### src/hdl/bridge_cfg_map.svh
// Offsets, field positions and fixed values of the bridge header fields
`ifndef BRIDGE_CFG_MAP_SVH
`define BRIDGE_CFG_MAP_SVH
`define OFF_CMD_STATUS 8'h04
`define OFF_REV_CLASS 8'h08
`define OFF_LINE_HDR 8'h0C
`define OFF_BUS_NUM 8'h18
`define OFF_EVENT_IN 8'h40
`define CMD_PARITY_EN 6
`define CMD_ERR_REPORT 8
`define ST_INT_PEND 19
`define ST_CAP_LIST 20
`define ST_PARITY 24
`define ST_SENT_CA 27
`define ST_RECV_CA 28
`define ST_RECV_UR 29
`define ST_SENT_ERR 30
`define ST_POISON 31
`define CMD_RW_MASK 16'h0547
`define W1C_MASK 32'hF9000000
`define CLASS_CODE 24'h060400
`define HDR_TYPE_VAL 8'h01
`define LAT_TIMER_VAL 8'h00
`define LINE_RESET 8'h00
`define BUS_RESET 8'h00
`define CAP_RESET 1'h1
`endif

### src/hdl/bridge_cfg_pkg.sv
// Types shared by the bridge header register block
package bridge_cfg_pkg;
  typedef enum logic [1:0] {
    ST_IDLE = 2'b00,
    ST_ACCESS = 2'b01
  } apb_state_t;
endpackage

### src/hdl/bridge_config_header_fields.sv
// Bridge configuration header fields: primary status, identity, bus numbers
// Behaviour
// - interrupt pending status bit reads zero always
// - capability list bit reads one after reset
// - legacy timing capability bits read zero
// - parity flag set only when parity enabled
// - sent completer abort sets its flag
// - received completer abort sets its flag
// - received unsupported request sets its flag
// - error message sent with reporting sets flag
// - poisoned packet received sets its flag
// - revision is a hardwired eight-bit value
// - class code reads bridge 060400
// - cache line size read-write, no effect
// - primary latency timer reads zero
// - header type reads 01h
// - primary bus number read-write, reset zero
// - secondary bus number read-write, reset zero
// - command bit 6 enables parity reaction
// - command bit 8 enables error reporting
`timescale 1ns/1ps
`include "bridge_cfg_map.svh"
module bridge_config_header_fields #(
  parameter logic [7:0] REVISION = 8'hA1  // Arbitrary value
) (
  // Clock and reset
  input wire logic pclk,
  input wire logic presetn,
  input wire logic clk_en,
  // APB slave
  input wire logic psel,
  input wire logic penable,
  input wire logic pwrite,
  input wire logic [7:0] paddr,
  input wire logic [31:0] pwdata,
  input wire logic [3:0] pstrb,
  output logic [31:0] prdata,
  output logic pready,
  output logic pslverr,
  // Transaction-logic events, one-cycle pulses on pclk
  input wire logic ev_parity,
  input wire logic ev_sent_ca,
  input wire logic ev_recv_ca,
  input wire logic ev_recv_ur,
  input wire logic ev_sent_err,
  input wire logic ev_poison,
  // Control toward the port
  output logic parity_react_en,
  output logic error_report_enable,
  output logic [7:0] upstream_bus_number,
  output logic [7:0] downstream_bus_number
);
  bridge_cfg_pkg::apb_state_t state_r;
  logic [15:0] cmd_r;
  logic [31:0] flags_r;
  logic [7:0] line_r;
  logic [7:0] pri_bus_r;
  logic [7:0] sec_bus_r;
  logic [31:0] wmask;
  logic [31:0] rd_nxt;
  logic hit;
  logic wr_go;
  logic [5:0] ev_vec;
  logic [31:0] ev_set;

  // Byte enables expanded to a bit mask
  genvar g;
  generate
    for (g = 0; g < 4; g++)
    begin : g_lane
      assign wmask[g*8 +: 8] = {8{pstrb[g]}};
    end
  endgenerate

  assign hit = (paddr == `OFF_CMD_STATUS) || (paddr == `OFF_REV_CLASS) ||
               (paddr == `OFF_LINE_HDR) || (paddr == `OFF_BUS_NUM);
  // Writes land only in the access phase, two-wait answer
  assign wr_go = clk_en && (state_r == bridge_cfg_pkg::ST_ACCESS) && psel && pwrite && hit;

  // APB sequencing: two wait states, then pready for one cycle
  always_ff @(posedge pclk or negedge presetn)
  begin
    if (!presetn)
    begin
      state_r <= bridge_cfg_pkg::ST_IDLE;
      pready <= 1'b0;
      pslverr <= 1'b0;
    end
    else if (clk_en)
    begin
      pready <= 1'b0;
      pslverr <= 1'b0;
      case (state_r)
        bridge_cfg_pkg::ST_IDLE:
        begin
          if (psel && penable && !pready)
          begin
            state_r <= bridge_cfg_pkg::ST_ACCESS;
          end
        end
        bridge_cfg_pkg::ST_ACCESS:
        begin
          pready <= 1'b1;
          pslverr <= !hit;
          state_r <= bridge_cfg_pkg::ST_IDLE;
        end
        default:
        begin
          state_r <= bridge_cfg_pkg::ST_IDLE;
        end
      endcase
    end
  end

  // Command bits this block uses; the other bits of CMD_RW_MASK stored for software only, the rest read zero
  always_ff @(posedge pclk or negedge presetn)
  begin
    if (!presetn)
    begin
      cmd_r <= 16'h0000;
    end
    else if (wr_go && paddr == `OFF_CMD_STATUS)
    begin
      cmd_r <= (cmd_r & ~(wmask[15:0] & `CMD_RW_MASK)) | (pwdata[15:0] & wmask[15:0] & `CMD_RW_MASK);
    end
  end

  assign ev_vec = {ev_poison, ev_sent_err, ev_recv_ur, ev_recv_ca, ev_sent_ca, ev_parity};
  always_comb
  begin
    ev_set = 32'h00000000;
    ev_set[`ST_PARITY] = ev_vec[0] && cmd_r[`CMD_PARITY_EN];
    ev_set[`ST_SENT_CA] = ev_vec[1];
    ev_set[`ST_RECV_CA] = ev_vec[2];
    ev_set[`ST_RECV_UR] = ev_vec[3];
    ev_set[`ST_SENT_ERR] = ev_vec[4] && cmd_r[`CMD_ERR_REPORT];
    ev_set[`ST_POISON] = ev_vec[5];
  end

  // write-one clear, set wins over clear
  always_ff @(posedge pclk or negedge presetn)
  begin
    if (!presetn)
    begin
      flags_r <= 32'h00000000;
    end
    else if (clk_en)
    begin
      if (wr_go && paddr == `OFF_CMD_STATUS)
      begin
        flags_r <= ((flags_r & ~(pwdata & wmask & `W1C_MASK)) | ev_set) & `W1C_MASK;
      end
      else
      begin
        flags_r <= (flags_r | ev_set) & `W1C_MASK;
      end
    end
  end

  always_ff @(posedge pclk or negedge presetn)
  begin
    if (!presetn)
    begin
      line_r <= `LINE_RESET;
    end
    else if (wr_go && paddr == `OFF_LINE_HDR && pstrb[0])
    begin
      line_r <= pwdata[7:0];
    end
  end

  always_ff @(posedge pclk or negedge presetn)
  begin
    if (!presetn)
    begin
      pri_bus_r <= `BUS_RESET;
      sec_bus_r <= `BUS_RESET;
    end
    else if (wr_go && paddr == `OFF_BUS_NUM)
    begin
      if (pstrb[0])
      begin
        pri_bus_r <= pwdata[7:0];
      end
      if (pstrb[1])
      begin
        sec_bus_r <= pwdata[15:8];
      end
    end
  end

  always_comb
  begin
    rd_nxt = 32'h00000000;
    case (paddr)
      `OFF_CMD_STATUS:
      begin
        // those bits stay zero; capability set
        rd_nxt = flags_r | {16'h0000, cmd_r};
        rd_nxt[`ST_CAP_LIST] = `CAP_RESET;
      end
      `OFF_REV_CLASS: rd_nxt = {`CLASS_CODE, REVISION};
      `OFF_LINE_HDR: rd_nxt = {8'h00, `HDR_TYPE_VAL, `LAT_TIMER_VAL, line_r};
      `OFF_BUS_NUM: rd_nxt = {16'h0000, sec_bus_r, pri_bus_r};
      default: rd_nxt = 32'h00000000;
    endcase
  end

  // Read data registered with pready
  always_ff @(posedge pclk or negedge presetn)
  begin
    if (!presetn)
    begin
      prdata <= 32'h00000000;
    end
    else if (clk_en)
    begin
      prdata <= (state_r == bridge_cfg_pkg::ST_ACCESS && !pwrite) ? rd_nxt : 32'h00000000;
    end
  end

  // Registered copies to the port logic
  always_ff @(posedge pclk or negedge presetn)
  begin
    if (!presetn)
    begin
      parity_react_en <= 1'b0;
      error_report_enable <= 1'b0;
      upstream_bus_number <= `BUS_RESET;
      downstream_bus_number <= `BUS_RESET;
    end
    else if (clk_en)
    begin
      parity_react_en <= cmd_r[`CMD_PARITY_EN];
      error_report_enable <= cmd_r[`CMD_ERR_REPORT];
      upstream_bus_number <= pri_bus_r;
      downstream_bus_number <= sec_bus_r;
    end
  end

  a_parity_gate: assert property (@(posedge pclk) disable iff (!presetn)
    $rose(flags_r[`ST_PARITY]) |-> $past(cmd_r[`CMD_PARITY_EN]))
    else $error("parity flag set while disabled");

  a_parity_set: assert property (@(posedge pclk) disable iff (!presetn)
    clk_en && ev_parity && cmd_r[`CMD_PARITY_EN] |=> flags_r[`ST_PARITY])
    else $error("parity flag missed");

  a_sent_ca: assert property (@(posedge pclk) disable iff (!presetn)
    clk_en && ev_sent_ca |=> flags_r[`ST_SENT_CA])
    else $error("sent abort flag missed");

  a_sent_ca_cause: assert property (@(posedge pclk) disable iff (!presetn)
    $rose(flags_r[`ST_SENT_CA]) |-> $past(ev_sent_ca) && $past(clk_en))
    else $error("sent abort flag without cause");

  a_recv_ca: assert property (@(posedge pclk) disable iff (!presetn)
    clk_en && ev_recv_ca |=> flags_r[`ST_RECV_CA])
    else $error("received abort flag missed");

  a_recv_ca_cause: assert property (@(posedge pclk) disable iff (!presetn)
    $rose(flags_r[`ST_RECV_CA]) |-> $past(ev_recv_ca) && $past(clk_en))
    else $error("received abort flag without cause");

  a_recv_ur: assert property (@(posedge pclk) disable iff (!presetn)
    clk_en && ev_recv_ur |=> flags_r[`ST_RECV_UR])
    else $error("unsupported flag missed");

  a_recv_ur_cause: assert property (@(posedge pclk) disable iff (!presetn)
    $rose(flags_r[`ST_RECV_UR]) |-> $past(ev_recv_ur) && $past(clk_en))
    else $error("unsupported flag without cause");

  a_err_gate: assert property (@(posedge pclk) disable iff (!presetn)
    $rose(flags_r[`ST_SENT_ERR]) |-> $past(cmd_r[`CMD_ERR_REPORT]) && $past(ev_sent_err))
    else $error("error flag set without cause");

  a_err_set: assert property (@(posedge pclk) disable iff (!presetn)
    clk_en && ev_sent_err && cmd_r[`CMD_ERR_REPORT] |=> flags_r[`ST_SENT_ERR])
    else $error("error flag missed");

  a_poison_set: assert property (@(posedge pclk) disable iff (!presetn)
    clk_en && ev_poison |=> flags_r[`ST_POISON])
    else $error("poison flag missed");

  a_poison_cause: assert property (@(posedge pclk) disable iff (!presetn)
    $rose(flags_r[`ST_POISON]) |-> $past(ev_poison) && $past(clk_en))
    else $error("poison flag without cause");

  a_status_fixed: assert property (@(posedge pclk) disable iff (!presetn)
    pready && !pwrite && paddr == `OFF_CMD_STATUS |-> !prdata[`ST_INT_PEND] && prdata[`ST_CAP_LIST]
      && prdata[23:21] == 3'b000 && prdata[26:25] == 2'b00)
    else $error("fixed status bits wrong");

  a_int_pend_low: assert property (@(posedge pclk) disable iff (!presetn)
    !flags_r[`ST_INT_PEND] && !prdata[`ST_INT_PEND])
    else $error("interrupt pending bit set");

  a_legacy_zero: assert property (@(posedge pclk) disable iff (!presetn)
    flags_r[23:19] == 5'h00 && flags_r[26:25] == 2'h0)
    else $error("legacy status bits set");

  a_rev_word: assert property (@(posedge pclk) disable iff (!presetn)
    pready && !pwrite && paddr == `OFF_REV_CLASS |-> prdata == {`CLASS_CODE, REVISION})
    else $error("identity word wrong");

  a_hdr_word: assert property (@(posedge pclk) disable iff (!presetn)
    pready && !pwrite && paddr == `OFF_LINE_HDR |-> prdata[31:8] == {8'h00, `HDR_TYPE_VAL, `LAT_TIMER_VAL})
    else $error("header bytes wrong");

  a_line_write: assert property (@(posedge pclk) disable iff (!presetn)
    wr_go && paddr == `OFF_LINE_HDR && pstrb[0] |=> line_r == $past(pwdata[7:0]))
    else $error("cache line not written");

  a_bus_write: assert property (@(posedge pclk) disable iff (!presetn)
    wr_go && paddr == `OFF_BUS_NUM && pstrb[0] |=> ##1 upstream_bus_number == $past(pwdata[7:0], 2))
    else $error("bus number not written");

  a_sec_bus_write: assert property (@(posedge pclk) disable iff (!presetn)
    wr_go && paddr == `OFF_BUS_NUM && pstrb[1] |=> ##1 downstream_bus_number == $past(pwdata[15:8], 2))
    else $error("secondary bus number not written");

  a_parity_copy: assert property (@(posedge pclk) disable iff (!presetn)
    clk_en |=> parity_react_en == $past(cmd_r[`CMD_PARITY_EN]))
    else $error("parity enable copy wrong");

  a_err_copy: assert property (@(posedge pclk) disable iff (!presetn)
    clk_en |=> error_report_enable == $past(cmd_r[`CMD_ERR_REPORT]))
    else $error("report enable copy wrong");

  a_flag_clear: assert property (@(posedge pclk) disable iff (!presetn)
    wr_go && paddr == `OFF_CMD_STATUS && pstrb[3] && pwdata[`ST_POISON] && !ev_poison |=> !flags_r[`ST_POISON])
    else $error("poison flag not cleared");

  a_flag_keep: assert property (@(posedge pclk) disable iff (!presetn)
    flags_r[`ST_POISON] && !(wr_go && paddr == `OFF_CMD_STATUS && pstrb[3] && pwdata[`ST_POISON])
      |=> flags_r[`ST_POISON])
    else $error("poison flag lost");

  a_unmapped_err: assert property (@(posedge pclk) disable iff (!presetn)
    pready && !hit |-> pslverr && prdata == 32'h00000000)
    else $error("unmapped access not refused");
endmodule

### config.mk
export PLATFORM = sky130hd
export DESIGN_NAME = bridge_config_header_fields
export DESIGN_NICKNAME = d
export VERILOG_FILES = /design/src/hdl/bridge_cfg_pkg.sv /design/src/hdl/bridge_config_header_fields.sv
export VERILOG_INCLUDE_DIRS = /design/src /design/src/hdl
export SDC_FILE = /design/constraint.sdc
export NUM_CORES = 1
export LEC_CHECK = 0
export BUFFER_PORTS_ARGS = -buffer_cell sky130_fd_sc_hd__buf_4
export CAP_MARGIN = 30
export CORE_AREA = 2 2 144 90
export DETAILED_ROUTE_END_ITERATION = 6
export DIE_AREA = 0 0 146 92
export PLACE_DENSITY = 0.61
export SYNTH_ARGS = -nofsm -noshare
export SYNTH_HDL_FRONTEND = slang
export SYNTH_SLANG_ARGS = --single-unit
### constraint.sdc
create_clock -name pclk -period 1.7 [get_ports pclk]
set_input_delay 0.17 -clock pclk [delete_from_list [all_inputs] [get_ports pclk]]
set_output_delay 0.17 -clock pclk [all_outputs]
set_load 0.02 [all_outputs]
==> run metrics, run 1 <==
status finished, final reports clean; largest net degree at the start of global routing 40; Initial DRC Count 110; Leak Pwr 2.39 nW; Async SR Flop Fraction 1.00; worst vdd ir 0.468 mV; main combinational cell family by area after synthesis multiplexers; non-filler cells, final 535; row cnt 32; DP Cell Count roughly 520; Syn-to-layout area delta 40.0%; register area share after synthesis 0.599; final core occ 0.389; n_diodes 0; via count 2455; startpoint types input pin; gr usage total 0.142; area share of fa/ha/maj cells after synthesis 0; Top Ports around 110; period utilisation layout 0.971; setup TNS 0 ns; Final #Nets 417; GP Congestion 0.840; mapped cell area between 3000 and 4000 µm²; Yosys top cell area share 0.599; DIE WIDTH 146 µm; CP Capture Type flip-flop; ratio of cells with drive above 1 in the final layout 0.518; Starting Density 0.278; count of final hold-check violations 0; critical path startpoint paddr[4]; Synth cell types between 40 and 50; area leader, netlist dfrtp_1; overall power between 4 and 5 mW; Synth Area in XOR/XNOR 0; initial antenna violation count 0; EDFF count, synth 0; Final setup violation count 0; via count of the first global-routing pass 2539; post-synthesis compound-gate area fraction 0.108; Reg2Reg Depth 4; HPWL Detailed 6840 µm; clk_lat worst skew 0.34 ns; Vert. Die Dim about 92 µm; Routed Antenna Nets 0; CTS tree yes; slowest cell delay on critical path ~0.55 ns; mux contribution to synthesized area 0.170; worst-path fanout max 7; worst path required time 1.92 ns; total congestion overflow 0; Fillers 1229; Slew Viols, Final 0; DR WL/cell 17.2 µm; CP Data Arrival Time 1.87 ns; final WL approximately 9000 µm; DRC viols 0; Pwr Density 935 nW/µm²; Final Skew 0.00584 ns; Top FF cell, synth dfrtp_1; min Tclk post-route 1.65 ns; CP Class input pin to flip-flop; CP max stage cell or4b_4; Post-synth top cells dfrtp_1 (82), mux2_2 (49), a22o_1 (16), o2bb2ai_1 (13); flop-to-flop setup slack 0.15 ns; Max-Cap Viols 0; Syn. warnings 0; # clock sinks 82; CTS max path bufs 2; first-pass GRT wire length 14400 µm; crit-path cells buf_4 > or4b_4 > buf_4 > nor3_2 > nand3_1 > mux2_2; H-tree Lvls 3; Yosys reg bits 82; Avg Cell Area, Syn between 10 and 15 µm²; core box area 12300 µm²; reg-to-reg critical path startpoint state_r[0]; Die Area 13400 µm²; Vias per Instance 4.59; Pre-antenna DRT Iters 4; Worst-path clk slew roughly 0.06 ns; most used cell, CP buf_4; count leader, synth dfrtp_1; simple-gate share of the synthesized area 0.0848; Hold Path Class input pin to flip-flop; clock root cell clkbuf_16; CTS Buf Count 9; Synth Instances about 250; I/O Buffers 91; setup repair after global routing missed its margin false; fmax 0.606 GHz; R2R Path End line_r[2]; Synth area leaders dfrtp_1 (60%), mux2_2 (16%), a22o_1 (4.1%)
==> per-layer routing <==
layer,vias up,wire (µm),GRT usage
met5,-,0,0
met4,0,78,0.0348
met1,1231,4420,0.201
met3,7,782,0.0612
li1,1135,-,-
met2,82,3900,0.199
==> metrics by stage <==
step / setup slack [ns] / hold WS, ns / instance area [µm²]
after global routing: 0.0125 / 0.0560 / 4790
after global placement: -0.228 / 0.0869 / 4440
after detailed placement: -0.304 / 0.0955 / 4440
final: 0.0493 / 0.0632 / 4790
after floorplan: -0.175 / -0.126 / 3450
after CTS: 0.0568 / 0.0496 / 4790
==> logic make-up (layout without fill, tap and decap cells) <==
logic type,after synthesis,count (layout)
other,1,5
buffers and inverters,23,137
multiplexers,52,52
AO/OA/AOI/OAI,46,46
AND/OR/NAND/NOR,43,43
flip-flops,82,82
==> placed cells by master (no fill, tap or decap), drive strengths merged, types with 2 or more instances in the layout <==
cell type  netlist  routed
nand2           10      10
nor2b            2       2
conb             1       5
clkbuf          10      11
a32o             2       2
buf             10     118
a22o            16      16
mux2i            3       3
o2bb2ai         13      13
a22oi            4       4
o21ai            2       2
nand3            4       4
nor4             5       5
inv              2       3
dfrtp           82      82
bufinv           0       3
mux2            49      49
or4b             3       3
a21oi            5       5
nor3             4       4
nor2             6       6
==> critical path, delay by kind of cell <==
family,cells,cell delay [ns]
buffers and inverters,2,0.30
AND/OR/NAND/NOR,3,1.06
multiplexers,1,0.34
==> worst min-delay path by stage <==
stage	startpoint	end	slack, ns	depth (start not counted)
after CTS	pwdata[11]	sec_bus_r[3]	0.05	2
after global routing	pwdata[9]	sec_bus_r[1]	0.06	2
after detailed placement	presetn	downstream_bus_number[3]	0.1	1
after floorplan	presetn	asynchronous set/reset pin	-0.13	0
final	pwdata[11]	sec_bus_r[3]	0.06	2
after global placement	presetn	downstream_bus_number[3]	0.09	1
==> registers in the layout, indices dropped and copies added, names as in the netlist, 6 cells and up, named ones only <==
name                   count
downstream_bus_number      8
pri_bus_r                  8
upstream_bus_number        8
flags_r                    6
sec_bus_r                  8
prdata                    25
line_r                     8
==> power breakdown <==
| group | total, mW | switching, mW | internal, mW |
|---|---|---|---|
| sequential | 1.97 | 0.00792 | 1.96 |
| clock | 2.24 | 0.763 | 1.47 |
| combinational | 0.277 | 0.152 | 0.126 |
==> cell type report <==
class	instances	area, µm²	share of cell area
Tap cell	170	213	0.0444
Timing Repair Buffer	119	908	0.190
Inverter	3	11.3	0.00235
Sequential cell	82	2050	0.428
Multi-Input combinational cell	146	1270	0.264
Clock inverter	4	98.8	0.0206
Clock buffer	11	243	0.0507
==> repair_timing <==
action                                  CTS  global route
gates resized for setup                   0             1
setup buffers                             0             0
hold buffers                              1             0
hold endpoints to repair                 22             0
endpoints found under the setup margin    0             2
(Power assumes the default switching activity.)
==> inputs of run 2 (changes only) <==
- CORE_AREA: 2 2 144 90 -> 2 2 107 119
- DIE_AREA: 0 0 146 92 -> 0 0 109 121
==> run metrics, run 2 (synthesis gave the netlist of run 1 again) <==
status finished, final reports clean; worst vdd ir 0.362 mV (-23%); Final #Nets 420 (+0.72%); CTS tree yes; DP Cell Count 506 (-2.5%); post-CTS setup buffer count 0 (unchanged); max reg flops 25 (unchanged); DR WL/cell 16.8 µm (-2.4%); non-filler cells, final 523 (-2.2%); Worst-path clk slew 0.07 ns (about the same); period utilisation layout 0.937 (-0.0344); Pre-antenna DRT Iters 4 (unchanged); Leak Pwr 2.40 nW (+0.72%); Setup WS pre-CTS -0.247 ns (+0.0578 ns); Vert. Die Dim 121 µm (+32%); Final Skew 0.00993 ns (+0.00409 ns); largest net degree at the start of global routing 43 (+7.5%); HPWL Detailed 6500 µm (-5.1%); cts repair resizes 0 (unchanged); startpoint types input pin; first-pass GRT wire length 13800 µm (-4.5%); critical path startpoint paddr[4]; P_sw 0.936 mW (+1.5%); clk_lat worst skew 0.34 ns (about the same); clock network power share 0.502 (+0.003); H-tree Lvls 3 (unchanged); # clock sinks 82 (unchanged); WHS 0.0576 ns (-0.00556 ns); Pwr Density 938 nW/µm² (+0.22%); initial antenna violation count 0 (unchanged); Slew HR 0.626; CP max stage cell or4b_4; critical path's top delay family simple AND/OR/NAND/NOR gates; overall power 4.50 mW (+0.43%); Routed Antenna Nets 0 (unchanged); Syn-to-layout area delta 40.3%; fmax 0.628 GHz (+3.7%); Slew Viols, Final 0 (unchanged); Area after DPL 4440 µm² (about the same); Initial DRC Count 78 (-29%); total congestion overflow 0 (unchanged); via count 2457 (+0.081%); n_diodes 0 (unchanged); setup repair after global routing missed its margin false; worst slew pin tran 0.560 ns; switching part of the total power 0.208 (+0.00211); CTS max path bufs 2 (unchanged); gr usage total 0.139 (-0.00261); CP Capture Type flip-flop; Top Ports 108 (unchanged); Hold Crit Start pwdata[14]; Max-Cap Viols 0 (unchanged); core box area 11900 µm² (-3.3%); reg-to-reg critical path startpoint state_r[0]; CP bufs+invs 2 (unchanged); GP Congestion 0.767 (-8.6%); DIE WIDTH 109 µm (-25%); commonest non-fill, non-tap cell in the layout buf_4; CP Data Arrival Time 1.81 ns (-0.06 ns); Largest Register prdata; Die Area 13200 µm² (-1.8%); post-route setup slack 0.108 ns (+0.0585 ns); DRC viols 0 (unchanged); I/O Buffers 91 (unchanged); Starting Density 0.287 (+0.00938); final core occ 0.403 (+0.0140); worst path required time 1.92 ns (about the same); CP Class input pin to flip-flop; setup TNS 0 ns (unchanged); final WL 8760 µm (-4.5%); Vias per Instance 4.70 (+2.4%); most used cell, CP buf_4; via count of the first global-routing pass 2541 (+0.079%); crit-path cells buf_4 > or4b_4 > nor4_4 > and3_1 > buf_4 > mux2_2; slowest cell delay on critical path 0.56 ns (about the same); final instance area 4800 µm² (+0.21%); row cnt 42 (+31%); Comb power frac 0.061 (about the same); CTS Buf Count 9 (unchanged); count of final hold-check violations 0 (unchanged); Int Pwr 3.57 mW (+0.16%); min Tclk post-route 1.59 ns (-0.0585 ns); most frequent cells in the layout buf_4 (120), dfrtp_1 (82), mux2_2 (49); Hold Path Class input pin to flip-flop; ratio of cells with drive above 1 in the final layout 0.523 (+0.00523); worst-path fanout max 7 (unchanged); clock root cell clkbuf_16; Post-CTS Hold Buffers 1 (unchanged); Final setup violation count 0 (unchanged); Seq pwr share 0.437 (-0.002)
==> run 2: routing by layer <==
layer | up-vias | track usage | share of wire
met5 | - | 0 | 0
met4 | 0 | 0.0521 | 0.012
met3 | 10 | 0.0322 | 0.055
met2 | 76 | 0.211 | 0.47
met1 | 1223 | 0.194 | 0.46
li1 | 1148 | - | -
==> run 2: worst paths after layout <==
path | depth (start not counted) | slack, ns | end
min in group asynchronous | 2 | 0.37 | state_r[0]
setup / recovery | 6 | 0.11 | line_r[1]
hold / removal | 2 | 0.06 | sec_bus_r[6]
max in group asynchronous | 3 | 0.77 | downstream_bus_number[3]
hold reg to reg | 1 | 0.49 | prdata[20]
setup reg to reg | 4 | 0.11 | sec_bus_r[7]
==> run 2: cell type report <==
| cell class | count | area (µm²) |
|---|---|---|
| clock buffer | 10 | 239 |
| inverter | 3 | 11.3 |
| tap | 154 | 193 |
| multi-input combinational | 146 | 1260 |
| fill | 1139 | 7130 |
| sequential | 82 | 2050 |
| clock inverter | 6 | 111 |
| timing repair buffer | 122 | 931 |
==> run 2: power by group through the flow <==
stage	Sequential [mW]	Clock (mW)	Combinational [mW]
2_1_floorplan	2.01	0	0.0827
4_1_cts	1.97	2.31	0.282
3_5_place_dp	2.01	0	0.280
6_report	1.97	2.26	0.275
5_1_grt	1.97	2.40	0.303
3_3_place_gp	2.00	0	0.274
==> run 2: worst register-to-register path: cells and delay by family (launching register included) <==
kind                   cells  cell delay, ns
AND/OR/NAND/NOR            2            0.57
buffers and inverters      1            0.17
flip-flops                 1            0.39
multiplexers               1            0.35
